File: src/pssa_params.svh
// constants of the packed simd alu slice: offsets, field positions, reset values, indices
`ifndef PSSA_PARAMS_SVH
`define PSSA_PARAMS_SVH

`define PSSA_OFS_OPA      8'h00
`define PSSA_OFS_OPB      8'h04
`define PSSA_OFS_CMD      8'h08
`define PSSA_OFS_RESULT   8'h0C
`define PSSA_OFS_FLAGS    8'h10
`define PSSA_OFS_STATUS   8'h14

`define PSSA_FLAG_LSB     28
`define PSSA_ST_WROTE     0
`define PSSA_ST_FLAGS     1
`define PSSA_ST_SUPPR     2
`define PSSA_ST_BADREG    3
`define PSSA_ST_BADOP     4
`define PSSA_ST_DEST_LSB  8

`define PSSA_RST_WORD     32'h0000_0000
`define PSSA_RST_FLAGS    4'h0
`define PSSA_RST_CMD      16'h0000

`define PSSA_IDX_SP       4'hD
`define PSSA_IDX_PC       4'hF
`define PSSA_ADDR_W_MIN   5

`endif

File: src/pssa_pkg.sv
// types shared by the packed simd alu slice
package pssa_pkg;

    typedef enum logic [3:0] {
        HALVING_SIGNED_SUB_HALFWORDS,
        HALVING_SIGNED_SUB_BYTES,
        SIGNED_SUB_HALFWORD_PAIR,
        SIGNED_SUB_BYTE_QUAD,
        SIGNED_ADD_SUB_EXCHANGE,
        SIGNED_SUB_ADD_EXCHANGE,
        UNSIGNED_ADD_HALFWORD_PAIR,
        UNSIGNED_ADD_BYTE_QUAD,
        UNSIGNED_ADD_SUB_EXCHANGE,
        UNSIGNED_SUB_ADD_EXCHANGE,
        AND_BIT_TEST,
        XOR_BIT_TEST
    } pssa_op_e;

    // command word as software writes it, lsb first: op, dest, source, option bits
    typedef struct packed {
        logic       shift_carry;
        logic       shift_carry_ok;
        logic       pred_pass;
        logic       dest_omitted;
        logic [3:0] src_idx;
        logic [3:0] dest_idx;
        logic [3:0] op;
    } pssa_cmd_s;

    typedef struct packed {
        logic n;
        logic z;
        logic c;
        logic v;
    } pssa_flags_s;

    typedef struct packed {
        logic        we;
        logic [3:0]  addr;
        logic [31:0] data;
    } pssa_rfw_s;

endpackage : pssa_pkg

File: src/pssa_alu.sv
// packed simd alu slice with a classic wishbone register port
//
// Added by the designer: the Wishbone slave port and the placing of the registers.
`timescale 1ns/1ps
`default_nettype none
`include "pssa_params.svh"

// How it works
// - halving halfword subtract: per 16-bit lane, signed difference shifted right one bit.
// - halving byte subtract: per byte lane, signed difference shifted right one bit.
// - halving subtract, signed subtract and unsigned add keep all flags.
// - both exchange families keep every condition flag.
// - signed halfword subtract: two lane differences, not halved.
// - signed byte subtract: four lane differences into matching bytes.
// - signed add-sub exchange: top gets first top plus second bottom.
// - signed add-sub exchange: bottom gets first bottom minus second top.
// - signed sub-add exchange: top gets difference, bottom gets exchanged sum.
// - and-test forms first and second source, sets flags, writes no register.
// - xor-test forms first xor second source, sets flags, writes no register.
// - both tests take negative from bit 31, zero from all-zero value.
// - tests load carry from the shifter carry when given, else keep it.
// - tests keep overflow.
// - after xor-test negative equals xor of the two source sign bits.
// - unsigned halfword add: two lane sums into matching halfwords.
// - unsigned byte add: four lane sums into matching bytes.
// - unsigned add-sub exchange: bottom first bottom minus second top, top sum.
// - unsigned sub-add exchange: bottom exchanged sum, top first top minus second bottom.
// - omitted destination means the result goes back to the first source register.
module pssa_alu
    import pssa_pkg::*;
#(
    parameter int ADDR_W = 8
) (
    input  wire logic              clk_i,
    input  wire logic              rst_i,
    input  wire logic              wb_cyc_i,
    input  wire logic              wb_stb_i,
    input  wire logic              wb_we_i,
    input  wire logic [ADDR_W-1:0] wb_adr_i,
    input  wire logic [3:0]        wb_sel_i,
    input  wire logic [31:0]       wb_dat_i,
    output var  logic [31:0]       wb_dat_o,
    output var  logic              wb_ack_o,
    output var  pssa_rfw_s         rf_wr_o
);

    generate
        if (ADDR_W < `PSSA_ADDR_W_MIN) begin : g_bad_addr_w
            $error("pssa_alu: ADDR_W too small for the register map");
        end
    endgenerate

    // ------------------------------------------------------------
    // functions
    // ------------------------------------------------------------
    function automatic logic [31:0] merge_lanes(input logic [31:0] old_v,
                                                input logic [31:0] new_v,
                                                input logic [3:0]  sel);
        logic [31:0] r;
        r = old_v;
        for (int i = 0; i < 4; i++) begin
            if (sel[i]) begin
                r[8*i +: 8] = new_v[8*i +: 8];
            end
        end
        return r;
    endfunction : merge_lanes

    function automatic logic is_test_op(input logic [3:0] op);
        return (op == AND_BIT_TEST) || (op == XOR_BIT_TEST);
    endfunction : is_test_op

    function automatic logic is_known_op(input logic [3:0] op);
        return op <= XOR_BIT_TEST;
    endfunction : is_known_op

    function automatic logic is_banned_reg(input logic [3:0] idx);
        return (idx == `PSSA_IDX_SP) || (idx == `PSSA_IDX_PC);
    endfunction : is_banned_reg

    // ------------------------------------------------------------
    // wishbone slave
    // ------------------------------------------------------------
    logic        ack_q;
    logic [31:0] dat_q;
    logic [31:0] opa_q;
    logic [31:0] opb_q;
    pssa_cmd_s   cmd_q;
    logic        exec_q;
    logic [31:0] result_q;
    pssa_flags_s flags_q;
    logic [31:0] status_q;
    pssa_rfw_s   rfw_q;
    logic        req;
    logic [7:0]  adr;

    assign req      = wb_cyc_i && wb_stb_i && !ack_q;
    assign adr      = 8'(wb_adr_i);
    assign wb_ack_o = ack_q;
    assign wb_dat_o = dat_q;
    assign rf_wr_o  = rfw_q;

    // one wait state: a request seen at one edge is acked at the next
    always_ff @(posedge clk_i) begin
        if (rst_i) begin
            ack_q <= 1'b0;
        end else begin
            ack_q <= req;
        end
    end

    // unmapped offsets read as zero and ignore writes
    always_ff @(posedge clk_i) begin
        if (rst_i) begin
            dat_q <= `PSSA_RST_WORD;
        end else if (req && !wb_we_i) begin
            case ({adr[7:2], 2'b00})
                `PSSA_OFS_OPA:    dat_q <= opa_q;
                `PSSA_OFS_OPB:    dat_q <= opb_q;
                `PSSA_OFS_CMD:    dat_q <= {16'h0000, cmd_q};
                `PSSA_OFS_RESULT: dat_q <= result_q;
                `PSSA_OFS_FLAGS:  dat_q <= {flags_q, 28'h000_0000};
                `PSSA_OFS_STATUS: dat_q <= status_q;
                default:          dat_q <= `PSSA_RST_WORD;
            endcase
        end
    end

    always_ff @(posedge clk_i) begin
        if (rst_i) begin
            opa_q <= `PSSA_RST_WORD;
            opb_q <= `PSSA_RST_WORD;
        end else if (req && wb_we_i) begin
            if ({adr[7:2], 2'b00} == `PSSA_OFS_OPA) begin
                opa_q <= merge_lanes(opa_q, wb_dat_i, wb_sel_i);
            end
            if ({adr[7:2], 2'b00} == `PSSA_OFS_OPB) begin
                opb_q <= merge_lanes(opb_q, wb_dat_i, wb_sel_i);
            end
        end
    end

    // a command write launches one operation in the following cycle
    always_ff @(posedge clk_i) begin
        if (rst_i) begin
            cmd_q  <= `PSSA_RST_CMD;
            exec_q <= 1'b0;
        end else begin
            exec_q <= req && wb_we_i && ({adr[7:2], 2'b00} == `PSSA_OFS_CMD);
            if (req && wb_we_i && ({adr[7:2], 2'b00} == `PSSA_OFS_CMD)) begin
                cmd_q <= 16'(merge_lanes({16'h0000, cmd_q}, wb_dat_i, wb_sel_i));
            end
        end
    end

    // ------------------------------------------------------------
    // lane arithmetic
    // ------------------------------------------------------------
    logic [31:0] hsub16_c;
    logic [31:0] hsub8_c;
    logic [31:0] sub16_c;
    logic [31:0] sub8_c;
    logic [31:0] add16_c;
    logic [31:0] add8_c;
    logic [31:0] asx_c;
    logic [31:0] sax_c;

    generate
        for (genvar h = 0; h < 2; h++) begin : g_half
            logic [15:0] a;
            logic [15:0] b;
            logic [16:0] d;
            assign a = opa_q[16*h +: 16];
            assign b = opb_q[16*h +: 16];
            assign d = {a[15], a} - {b[15], b};
            assign hsub16_c[16*h +: 16] = d[16:1];
            assign sub16_c[16*h +: 16]  = a - b;
            assign add16_c[16*h +: 16]  = a + b;
        end
        for (genvar i = 0; i < 4; i++) begin : g_byte
            logic [7:0] a;
            logic [7:0] b;
            logic [8:0] d;
            assign a = opa_q[8*i +: 8];
            assign b = opb_q[8*i +: 8];
            assign d = {a[7], a} - {b[7], b};
            assign hsub8_c[8*i +: 8] = d[8:1];
            assign sub8_c[8*i +: 8]  = a - b;
            assign add8_c[8*i +: 8]  = a + b;
        end
    endgenerate

    // wrapped lane sums and differences carry the same bits signed or unsigned
    assign asx_c[31:16] = opa_q[31:16] + opb_q[15:0];
    assign asx_c[15:0]  = opa_q[15:0] - opb_q[31:16];
    assign sax_c[31:16] = opa_q[31:16] - opb_q[15:0];
    assign sax_c[15:0]  = opa_q[15:0] + opb_q[31:16];

    logic [31:0] res_c;
    always_comb begin
        case (pssa_op_e'(cmd_q.op))
            HALVING_SIGNED_SUB_HALFWORDS: res_c = hsub16_c;
            HALVING_SIGNED_SUB_BYTES:     res_c = hsub8_c;
            SIGNED_SUB_HALFWORD_PAIR:     res_c = sub16_c;
            SIGNED_SUB_BYTE_QUAD:         res_c = sub8_c;
            SIGNED_ADD_SUB_EXCHANGE:      res_c = asx_c;
            SIGNED_SUB_ADD_EXCHANGE:      res_c = sax_c;
            UNSIGNED_ADD_HALFWORD_PAIR:   res_c = add16_c;
            UNSIGNED_ADD_BYTE_QUAD:       res_c = add8_c;
            UNSIGNED_ADD_SUB_EXCHANGE:    res_c = asx_c;
            UNSIGNED_SUB_ADD_EXCHANGE:    res_c = sax_c;
            AND_BIT_TEST:                 res_c = opa_q & opb_q;
            XOR_BIT_TEST:                 res_c = opa_q ^ opb_q;
            default:                      res_c = `PSSA_RST_WORD;
        endcase
    end

    // ------------------------------------------------------------
    // execution and write-back
    // ------------------------------------------------------------
    logic       fire;
    logic [3:0] dest_c;

    assign fire   = exec_q && cmd_q.pred_pass && is_known_op(cmd_q.op);
    assign dest_c = cmd_q.dest_omitted ? cmd_q.src_idx : cmd_q.dest_idx;

    always_ff @(posedge clk_i) begin
        if (rst_i) begin
            rfw_q    <= '0;
            result_q <= `PSSA_RST_WORD;
        end else begin
            rfw_q.we <= fire && !is_test_op(cmd_q.op);
            if (fire) begin
                result_q <= res_c;
            end
            if (fire && !is_test_op(cmd_q.op)) begin
                rfw_q.addr <= dest_c;
                rfw_q.data <= res_c;
            end
        end
    end

    // hardware update wins over a software write in the same cycle
    always_ff @(posedge clk_i) begin
        if (rst_i) begin
            flags_q <= `PSSA_RST_FLAGS;
        end else if (fire && is_test_op(cmd_q.op)) begin
            flags_q.n <= res_c[31];
            flags_q.z <= (res_c == 32'h0000_0000);
            if (cmd_q.shift_carry_ok) begin
                flags_q.c <= cmd_q.shift_carry;
            end
        end else if (req && wb_we_i && ({adr[7:2], 2'b00} == `PSSA_OFS_FLAGS)
                     && wb_sel_i[3]) begin
            flags_q <= wb_dat_i[`PSSA_FLAG_LSB +: 4];
        end
    end

    // status shows what the last launched command did; banned names are only reported
    always_ff @(posedge clk_i) begin
        if (rst_i) begin
            status_q <= `PSSA_RST_WORD;
        end else if (exec_q) begin
            status_q <= `PSSA_RST_WORD;
            status_q[`PSSA_ST_WROTE]  <= fire && !is_test_op(cmd_q.op);
            status_q[`PSSA_ST_FLAGS]  <= fire && is_test_op(cmd_q.op);
            status_q[`PSSA_ST_SUPPR]  <= !cmd_q.pred_pass;
            status_q[`PSSA_ST_BADREG] <= is_banned_reg(dest_c)
                                         || is_banned_reg(cmd_q.src_idx);
            status_q[`PSSA_ST_BADOP]  <= !is_known_op(cmd_q.op);
            status_q[`PSSA_ST_DEST_LSB +: 4] <= dest_c;
        end
    end
endmodule : pssa_alu
`default_nettype wire

File: config.mk
export PLATFORM = sky130hd
export DESIGN_NAME = pssa_alu
export DESIGN_NICKNAME = d
export VERILOG_FILES = /design/src/pssa_pkg.sv /design/src/pssa_alu.sv
export VERILOG_INCLUDE_DIRS = /design/src
export SDC_FILE = /design/constraint.sdc
export NUM_CORES = 1
export LEC_CHECK = 0
export BUFFER_PORTS_ARGS = -buffer_cell sky130_fd_sc_hd__clkbuf_2
export CAP_MARGIN = 30
export CORE_MARGIN = 1.5
export CORE_UTILIZATION = 65
export DETAILED_ROUTE_END_ITERATION = 7
export HOLD_SLACK_MARGIN = 0.03
export MAX_ROUTING_LAYER = met4
export PLACE_DENSITY = 0.89
export SYNTH_ARGS = -nofsm -noshare
export SYNTH_HDL_FRONTEND = slang
export SYNTH_SLANG_ARGS = --single-unit
File: constraint.sdc
create_clock -name clk_i -period 11.81 [get_ports clk_i]
set_input_delay 0.5905 -clock clk_i [delete_from_list [all_inputs] [get_ports clk_i]]
set_output_delay 0.5905 -clock clk_i [all_outputs]
set_load 0.01 [all_outputs]
=== Word level (Yosys, flattened, before mapping) ===
Index checks and enable logic that the tools add are counted.

* Register bits after elaboration: 196
* Input port bits: 49
* Output and inout bits: 70
* Word-level logic and storage cells: 118

* Add/subtract/negate cells: 22
* Order comparisons: 1
* Equal/unequal tests: 21
* Multiplexer cells: 6
* Bitwise logic cells: 3
* Reduce and logical (&&, ||, !) cells: 38

{| class="wikitable"
|+ Operator list
! kind !! count
|-
| case mux 32 bit (10 select lines) || 1
|-
| case mux 32 bit (6 select lines) || 1
|-
| adder 16 bit || 4
|-
| subtractor 16 bit || 4
|-
| subtractor 8 x 8 -> 9 bit || 4
|-
| subtractor 16 x 16 -> 17 bit || 2
|-
| adder 8 bit || 4
|-
| bitwise AND 32 bit || 1
|-
| equality test 4 bit (second input constant) || 8
|-
| logical NOT 32 bit || 1
|-
| subtractor 8 bit || 4
|-
| XOR 32 bit || 1
|-
| AND reduction 3 bit || 8
|-
| equality test 4 x 3 -> 1 bit (second input constant) || 4
|-
| equality test 6 x 2 -> 1 bit (second input constant) || 2
|-
| equality test 6 x 3 -> 1 bit (second input constant) || 2
|-
| logical AND 1 bit || 11
|-
| equality test 4 x 2 -> 1 bit (second input constant) || 2
|-
| two-way mux 4 bit || 2
|-
| AND reduction 2 bit || 4
|-
| equality test 6 x 1 -> 1 bit (second input constant) || 1
|-
| logical NOT 6 bit || 1
|-
| logical NOT 1 bit || 5
|-
| equality test 4 x 1 -> 1 bit (second input constant) || 1
|-
| other kinds (9) || 13
|}

=== Longest topological paths before layout ===
* Depth in word-level cells: 7
* Depth in mapped cells: 21

=== Least setup slack after synthesis ===
OpenSTA, ideal clock, no wires.

* Path type: register -> register
* From: register cmd_q[0] in the netlist's numbering
* To: register flags_q[2] in the netlist's numbering
* Library setup time: 69 ps
* Arrival: 4031 ps
* Data required time: 11741 ps
* Slack: 7710 ps
* Cell stages (with the launch flop): 18
* Period minus slack after synthesis: 4100 ps
* Cells stage by stage: dfxtp_1 buf_4 buf_6 buf_2 buf_2 buf_1 mux2i_1 o221ai_1 fa_1 a211oi_1 nor4_1 o32a_1 xnor2_1 a211oi_1 nand3_1 nor4_1 nand4_1 o21ai_1

* Cells in the longest elaborated chain, start to end: 5
* Elaborated cells on any way between the ends: 22

{| class="wikitable"
|+ RTL lines
! element !! line !! source
|-
| from (decl) || pssa_alu.sv:88 || <nowiki>pssa_cmd_s cmd_q;</nowiki>
|-
| from (signal assigned) || pssa_alu.sv:146 || <nowiki>cmd_q <= `PSSA_RST_CMD;</nowiki>
|-
| from (signal assigned) || pssa_alu.sv:151 || <nowiki>cmd_q <= 16'(merge_lanes({16'h0000, cmd_q}, wb_dat_i, wb_sel_i));</nowiki>
|-
| equality test 4 bit / equality test 4 x 3 -> 1 bit (equally long branches) || pssa_alu.sv:201 || <nowiki>case (pssa_op_e'(cmd_q.op))</nowiki>
|-
| OR reduction 2 bit (no source line) || -- ||
|-
| case mux 32 bit (10 select lines) || pssa_alu.sv:201 ||
|-
| logical NOT 32 bit || pssa_alu.sv:249 || <nowiki>flags_q.z <= (res_c == 32'h0000_0000);</nowiki>
|-
| two-way mux 3 bit || pssa_alu.sv:247 || <nowiki>end else if (fire && is_test_op(cmd_q.op)) begin</nowiki>
|-
| to (signal assigned) || pssa_alu.sv:246 || <nowiki>flags_q <= `PSSA_RST_FLAGS;</nowiki>
|-
| to (signal assigned) || pssa_alu.sv:255 || <nowiki>flags_q <= wb_dat_i[`PSSA_FLAG_LSB +: 4];</nowiki>
|-
| to (decl) || pssa_alu.sv:91 || <nowiki>pssa_flags_s flags_q;</nowiki>
|}

Parallel ways exist; a longest one is shown, timed or not.
A chain may end at the register's enable or synchronous reset.

=== Worst setup path in the final report ===
* From: register cmd_q[3] in the netlist's numbering
* To: register flags_q[2] in the netlist's numbering

Same word-level chain as after synthesis.

==> run_summary.xml <==
<?xml version="1.0" encoding="UTF-8"?>
<metrics>
  <group name="critical_path">
    <metric name="critical_path.cell_chain" unit="">buf_4, nand2b_1, a21o_1, nand2_1, o311ai_0, ha_1, nand2_1, nor4_1, o32a_1, xnor2_1, a211oi_1, nand3_1, nor4_1, nand4_1, o21ai_1</metric>
    <metric name="cp.buffers_inverters" unit="">1</metric>
    <metric name="cp_max_fo" unit="">26</metric>
    <metric name="max_stage_delay" unit="ns">1.12</metric>
    <metric name="crit_type" unit="">register to register</metric>
    <metric name="worst_path_dominant_cell_family" unit="">compound AO/OA/AOI/OAI gates</metric>
    <metric name="critPathSlowestCell" unit="">sky130_fd_sc_hd__o311ai_0</metric>
    <metric name="critPathCaptureType" unit="">register</metric>
    <metric name="start_kind" unit="">register</metric>
    <metric name="worst-endpoint-arrival" unit="ns">7.08</metric>
    <metric name="cp.required" unit="ns">12.19</metric>
  </group>
  <group name="layout">
    <metric name="final_layout_size_suffix_gt1_share" unit="%">10.6</metric>
    <metric name="multi_input_comb_area" unit="sq um">11400</metric>
    <metric name="most_common_cell_after_layout_fill_and_taps_aside" unit="">sky130_fd_sc_hd__nor2_1</metric>
    <metric name="num-nets-final" unit="">2368</metric>
    <metric name="flow.area_growth_from_synthesis" unit="%">7.58</metric>
    <metric name="sequential_cell_area" unit="sq um">3930</metric>
    <metric name="final_cell_mix" unit="">sky130_fd_sc_hd__nor2_1, sky130_fd_sc_hd__a21oi_1, sky130_fd_sc_hd__dfxtp_1</metric>
    <metric name="insertedDiodeCount" unit="">0</metric>
    <metric name="n_fill_cell" unit="">1983</metric>
  </group>
  <group name="flow_run">
    <metric name="max-cap-violations" unit="">0</metric>
  </group>
  <group name="timing">
    <metric name="tightestPinTransition" unit="ns">1.13</metric>
    <metric name="unrepaired_setup_endpoints_after_global_routing" unit="">no</metric>
    <metric name="setup_ws" unit="ns">5.11</metric>
    <metric name="total_of_endpoints_with_negative_setup_slack_in_the_final_report" unit="">0</metric>
    <metric name="timing.final.hold_violations" unit="">0</metric>
    <metric name="max_freq" unit="MHz">149</metric>
    <metric name="drv_slew" unit="">0</metric>
    <metric name="timing.final.crit_period" unit="ns">6.70</metric>
    <metric name="setup_total_negative_slack" unit="ns">0</metric>
    <metric name="relative_slew_slack" unit="%">24.7</metric>
    <metric name="fin_worst_skew" unit="ns">0.0146</metric>
    <metric name="fin_crit_sh" unit="%">56.8</metric>
  </group>
  <group name="synthesis">
    <metric name="ys_async_sr_fraction" unit="%">0</metric>
    <metric name="synth.ff_latch_count" unit="">196</metric>
    <metric name="synth.avg_cell_area" unit="sq um">7.50</metric>
    <metric name="netlist_area" unit="sq um">16300</metric>
    <metric name="synth-warning-count" unit="">0</metric>
    <metric name="synth.top_cells.by_area" unit="">sky130_fd_sc_hd__dfxtp_1, sky130_fd_sc_hd__ha_1, sky130_fd_sc_hd__nor2_1</metric>
    <metric name="synth-seq-area-share" unit="%">24.1</metric>
    <metric name="dominantRegCellSynth" unit="">sky130_fd_sc_hd__dfxtp_1</metric>
    <metric name="post_synth_inst_count" unit="">2167</metric>
    <metric name="synth-edff-count" unit="">0</metric>
    <metric name="net_count_synth" unit="">2353</metric>
    <metric name="yosys.area.top_type_share" unit="%">24.1</metric>
    <metric name="synth.largest_area_cell" unit="">sky130_fd_sc_hd__dfxtp_1</metric>
    <metric name="netlist-cell-type-count" unit="">89</metric>
  </group>
  <group name="floorplan">
    <metric name="io_pins" unit="">119</metric>
    <metric name="die_x" unit="microns">161</metric>
    <metric name="die_h" unit="microns">161</metric>
    <metric name="floorplan.initialDensity" unit="%">66.4</metric>
    <metric name="core-area" unit="sq um">24500</metric>
    <metric name="fp-row-count" unit="">57</metric>
    <metric name="die-area" unit="sq um">26000</metric>
  </group>
  <group name="global_routing">
    <metric name="grt-ovfl-total" unit="">0</metric>
    <metric name="grt_start_max_net_pins" unit="">89</metric>
    <metric name="grt_pass1_vias" unit="">16100</metric>
    <metric name="track_usage" unit="%">46.4</metric>
    <metric name="number_of_antenna_violations_at_the_first_check_in_global_routing" unit="">1</metric>
    <metric name="grt_first_pass_wirelength" unit="microns">90900</metric>
  </group>
  <group name="clock_tree">
    <metric name="cts_num_sinks" unit="">196</metric>
    <metric name="postCtsHoldBufs" unit="">0</metric>
    <metric name="cts-buffers-inserted" unit="">17</metric>
    <metric name="clock_tree.htree_level_count" unit="">4</metric>
    <metric name="cts_max_path_buffers" unit="">2</metric>
    <metric name="cts-root-buf" unit="">sky130_fd_sc_hd__clkbuf_16</metric>
    <metric name="worst_skew_pair.late_latency" unit="ns">0.44</metric>
    <metric name="cts.repair.resized" unit="">0</metric>
    <metric name="cts.clk_slew.worst_paths" unit="ns">0.08</metric>
    <metric name="post_cts.repair.setup_buffers" unit="">0</metric>
    <metric name="tritoncts" unit="">yes</metric>
  </group>
  <group name="route">
    <metric name="antenna_violating_nets_post_route" unit="">0</metric>
    <metric name="routedWlPerCell" unit="microns">23.6</metric>
    <metric name="post_route_wl" unit="microns">59400</metric>
    <metric name="drt_pass1_iterations" unit="">6</metric>
    <metric name="routed_via_density" unit="">6.92</metric>
    <metric name="via_count" unit="">17400</metric>
    <metric name="drt-initial-drc-count" unit="">2941</metric>
    <metric name="drt_drc_violations_left" unit="">0</metric>
  </group>
  <group name="placement">
    <metric name="io_buffers" unit="">116</metric>
    <metric name="hpwl_dp" unit="microns">43300</metric>
    <metric name="gp_routability_congestion" unit="">1.04</metric>
    <metric name="placement.setup.worst_slack" unit="ns">5.60</metric>
  </group>
  <group name="pwr">
    <metric name="vdd.ir_drop.worst" unit="mV">0.0843</metric>
    <metric name="power_leakage" unit="nW">7.03</metric>
    <metric name="power-per-cell-area" unit="nW/um^2">75.7</metric>
  </group>
  <group name="hold_path">
    <metric name="hp-class" unit="">input port to register</metric>
  </group>
  <group name="outcome">
    <metric name="run_status" unit="">complete, no violations</metric>
  </group>
</metrics>
[worst paths after layout]
kind	from	endpoint	slack, ns	cells past startpoint
max	cmd_q[3]$_SDFFE_PP0P_	flags_q[2]$_SDFFE_PP0P_	5.11	15
min	wb_dat_i[24]	opb_q[24]$_SDFFE_PP0P_	0.40	3
max reg2reg	cmd_q[3]$_SDFFE_PP0P_	flags_q[2]$_SDFFE_PP0P_	5.11	15
min reg2reg	status_q[1]$_SDFFE_PP0P_	status_q[1]$_SDFFE_PP0P_	0.47	2
[cells in the mapped netlist (11+ instances only)]
cell,n
sky130_fd_sc_hd__a211oi_1,106
sky130_fd_sc_hd__a21o_1,22
sky130_fd_sc_hd__a21oi_1,200
sky130_fd_sc_hd__a221oi_1,19
sky130_fd_sc_hd__a22oi_1,37
sky130_fd_sc_hd__a31oi_1,14
sky130_fd_sc_hd__buf_1,11
sky130_fd_sc_hd__buf_2,26
sky130_fd_sc_hd__clkbuf_1,104
sky130_fd_sc_hd__dfxtp_1,196
sky130_fd_sc_hd__ha_1,127
sky130_fd_sc_hd__inv_1,88
sky130_fd_sc_hd__mux2i_1,59
sky130_fd_sc_hd__nand2_1,186
sky130_fd_sc_hd__nand2b_1,22
sky130_fd_sc_hd__nand3_1,104
sky130_fd_sc_hd__nand4_1,11
sky130_fd_sc_hd__nor2_1,287
sky130_fd_sc_hd__nor2b_1,24
sky130_fd_sc_hd__nor3_1,44
sky130_fd_sc_hd__nor3b_1,11
sky130_fd_sc_hd__nor4_1,14
sky130_fd_sc_hd__o21ai_0,110
sky130_fd_sc_hd__o22ai_1,23
sky130_fd_sc_hd__or3_1,11
sky130_fd_sc_hd__xnor2_1,91
sky130_fd_sc_hd__xor2_1,19
[cell type report]
class | count | area share (%)
clock inverters | 14 | 0.980
multi-input cells | 1730 | 65.0
inverters | 89 | 1.91
flip-flops and latches | 196 | 22.4
well taps | 324 | 2.32
repair buffers | 148 | 4.83
clock buffers | 18 | 2.51
[cell families (layout without fill, tap and decap cells)]
kind of cell             after synthesis  in the layout  share of synthesized area [%]
AND/OR/NAND/NOR                      764            764                           21.7
flip-flops                           196            196                           24.1
buffers and inverters                241            269                           6.13
multiplexers                          76             76                           5.30
adder cells (fa/ha/maj)              137            137                           11.0
AO/OA/AOI/OAI                        643            643                           25.8
XOR/XNOR                             110            110                           5.93
[registers in the layout, summed over array words and instances (netlist names), 4 cells and up]
| name | cells |
|---|---|
| rf_wr_o | 37 |
| opb_q | 32 |
| cmd_q | 16 |
| status_q | 9 |
| result_q | 32 |
| wb_dat_o | 32 |
| flags_q | 4 |
| opa_q | 32 |
[through the flow]
| step | util (%) | instances | total power [mW] | hold WS [ns] | area [sq um] |
|---|---|---|---|---|---|
| finish | 71.5 | 2519 | 1.32 | 0.400 | 17500 |
| global route | 71.5 | 2519 | 1.35 | 0.414 | 17500 |
| CTS | 71.5 | 2519 | 1.31 | 0.403 | 17500 |
| detailed placement | 69.0 | 2487 | 0.733 | 0.462 | 16900 |
| global placement | 68.9 | 2485 | 0.731 | 0.453 | 16800 |
| floorplan | - | 2167 | 0.711 | 0.444 | 16300 |
[routing by layer]
layer  GRT usage [%]  up-vias  routed length [microns]
li1                -     7825                        -
met1            59.2     8082                    22700
met2            66.8     1224                    24900
met3            8.55      289                     6990
met4            31.2        0                     4830
met5               -        -                        0
[where the power goes]
part / total [mW] / internal (mW) / switching (mW)
logic: 0.0597 / 0.0174 / 0.0424
registers: 0.661 / 0.660 / 0.000633
clock network: 0.602 / 0.311 / 0.291
total: 1.32 / 0.989 / 0.334
[tightest hold or removal path, cell delays in order]
cell	delay, ns
sky130_fd_sc_hd__clkbuf_2	0.09
sky130_fd_sc_hd__nand3_1	0.06
sky130_fd_sc_hd__a21oi_1	0.06
Note: power is estimated with default switching activity, not from simulation.
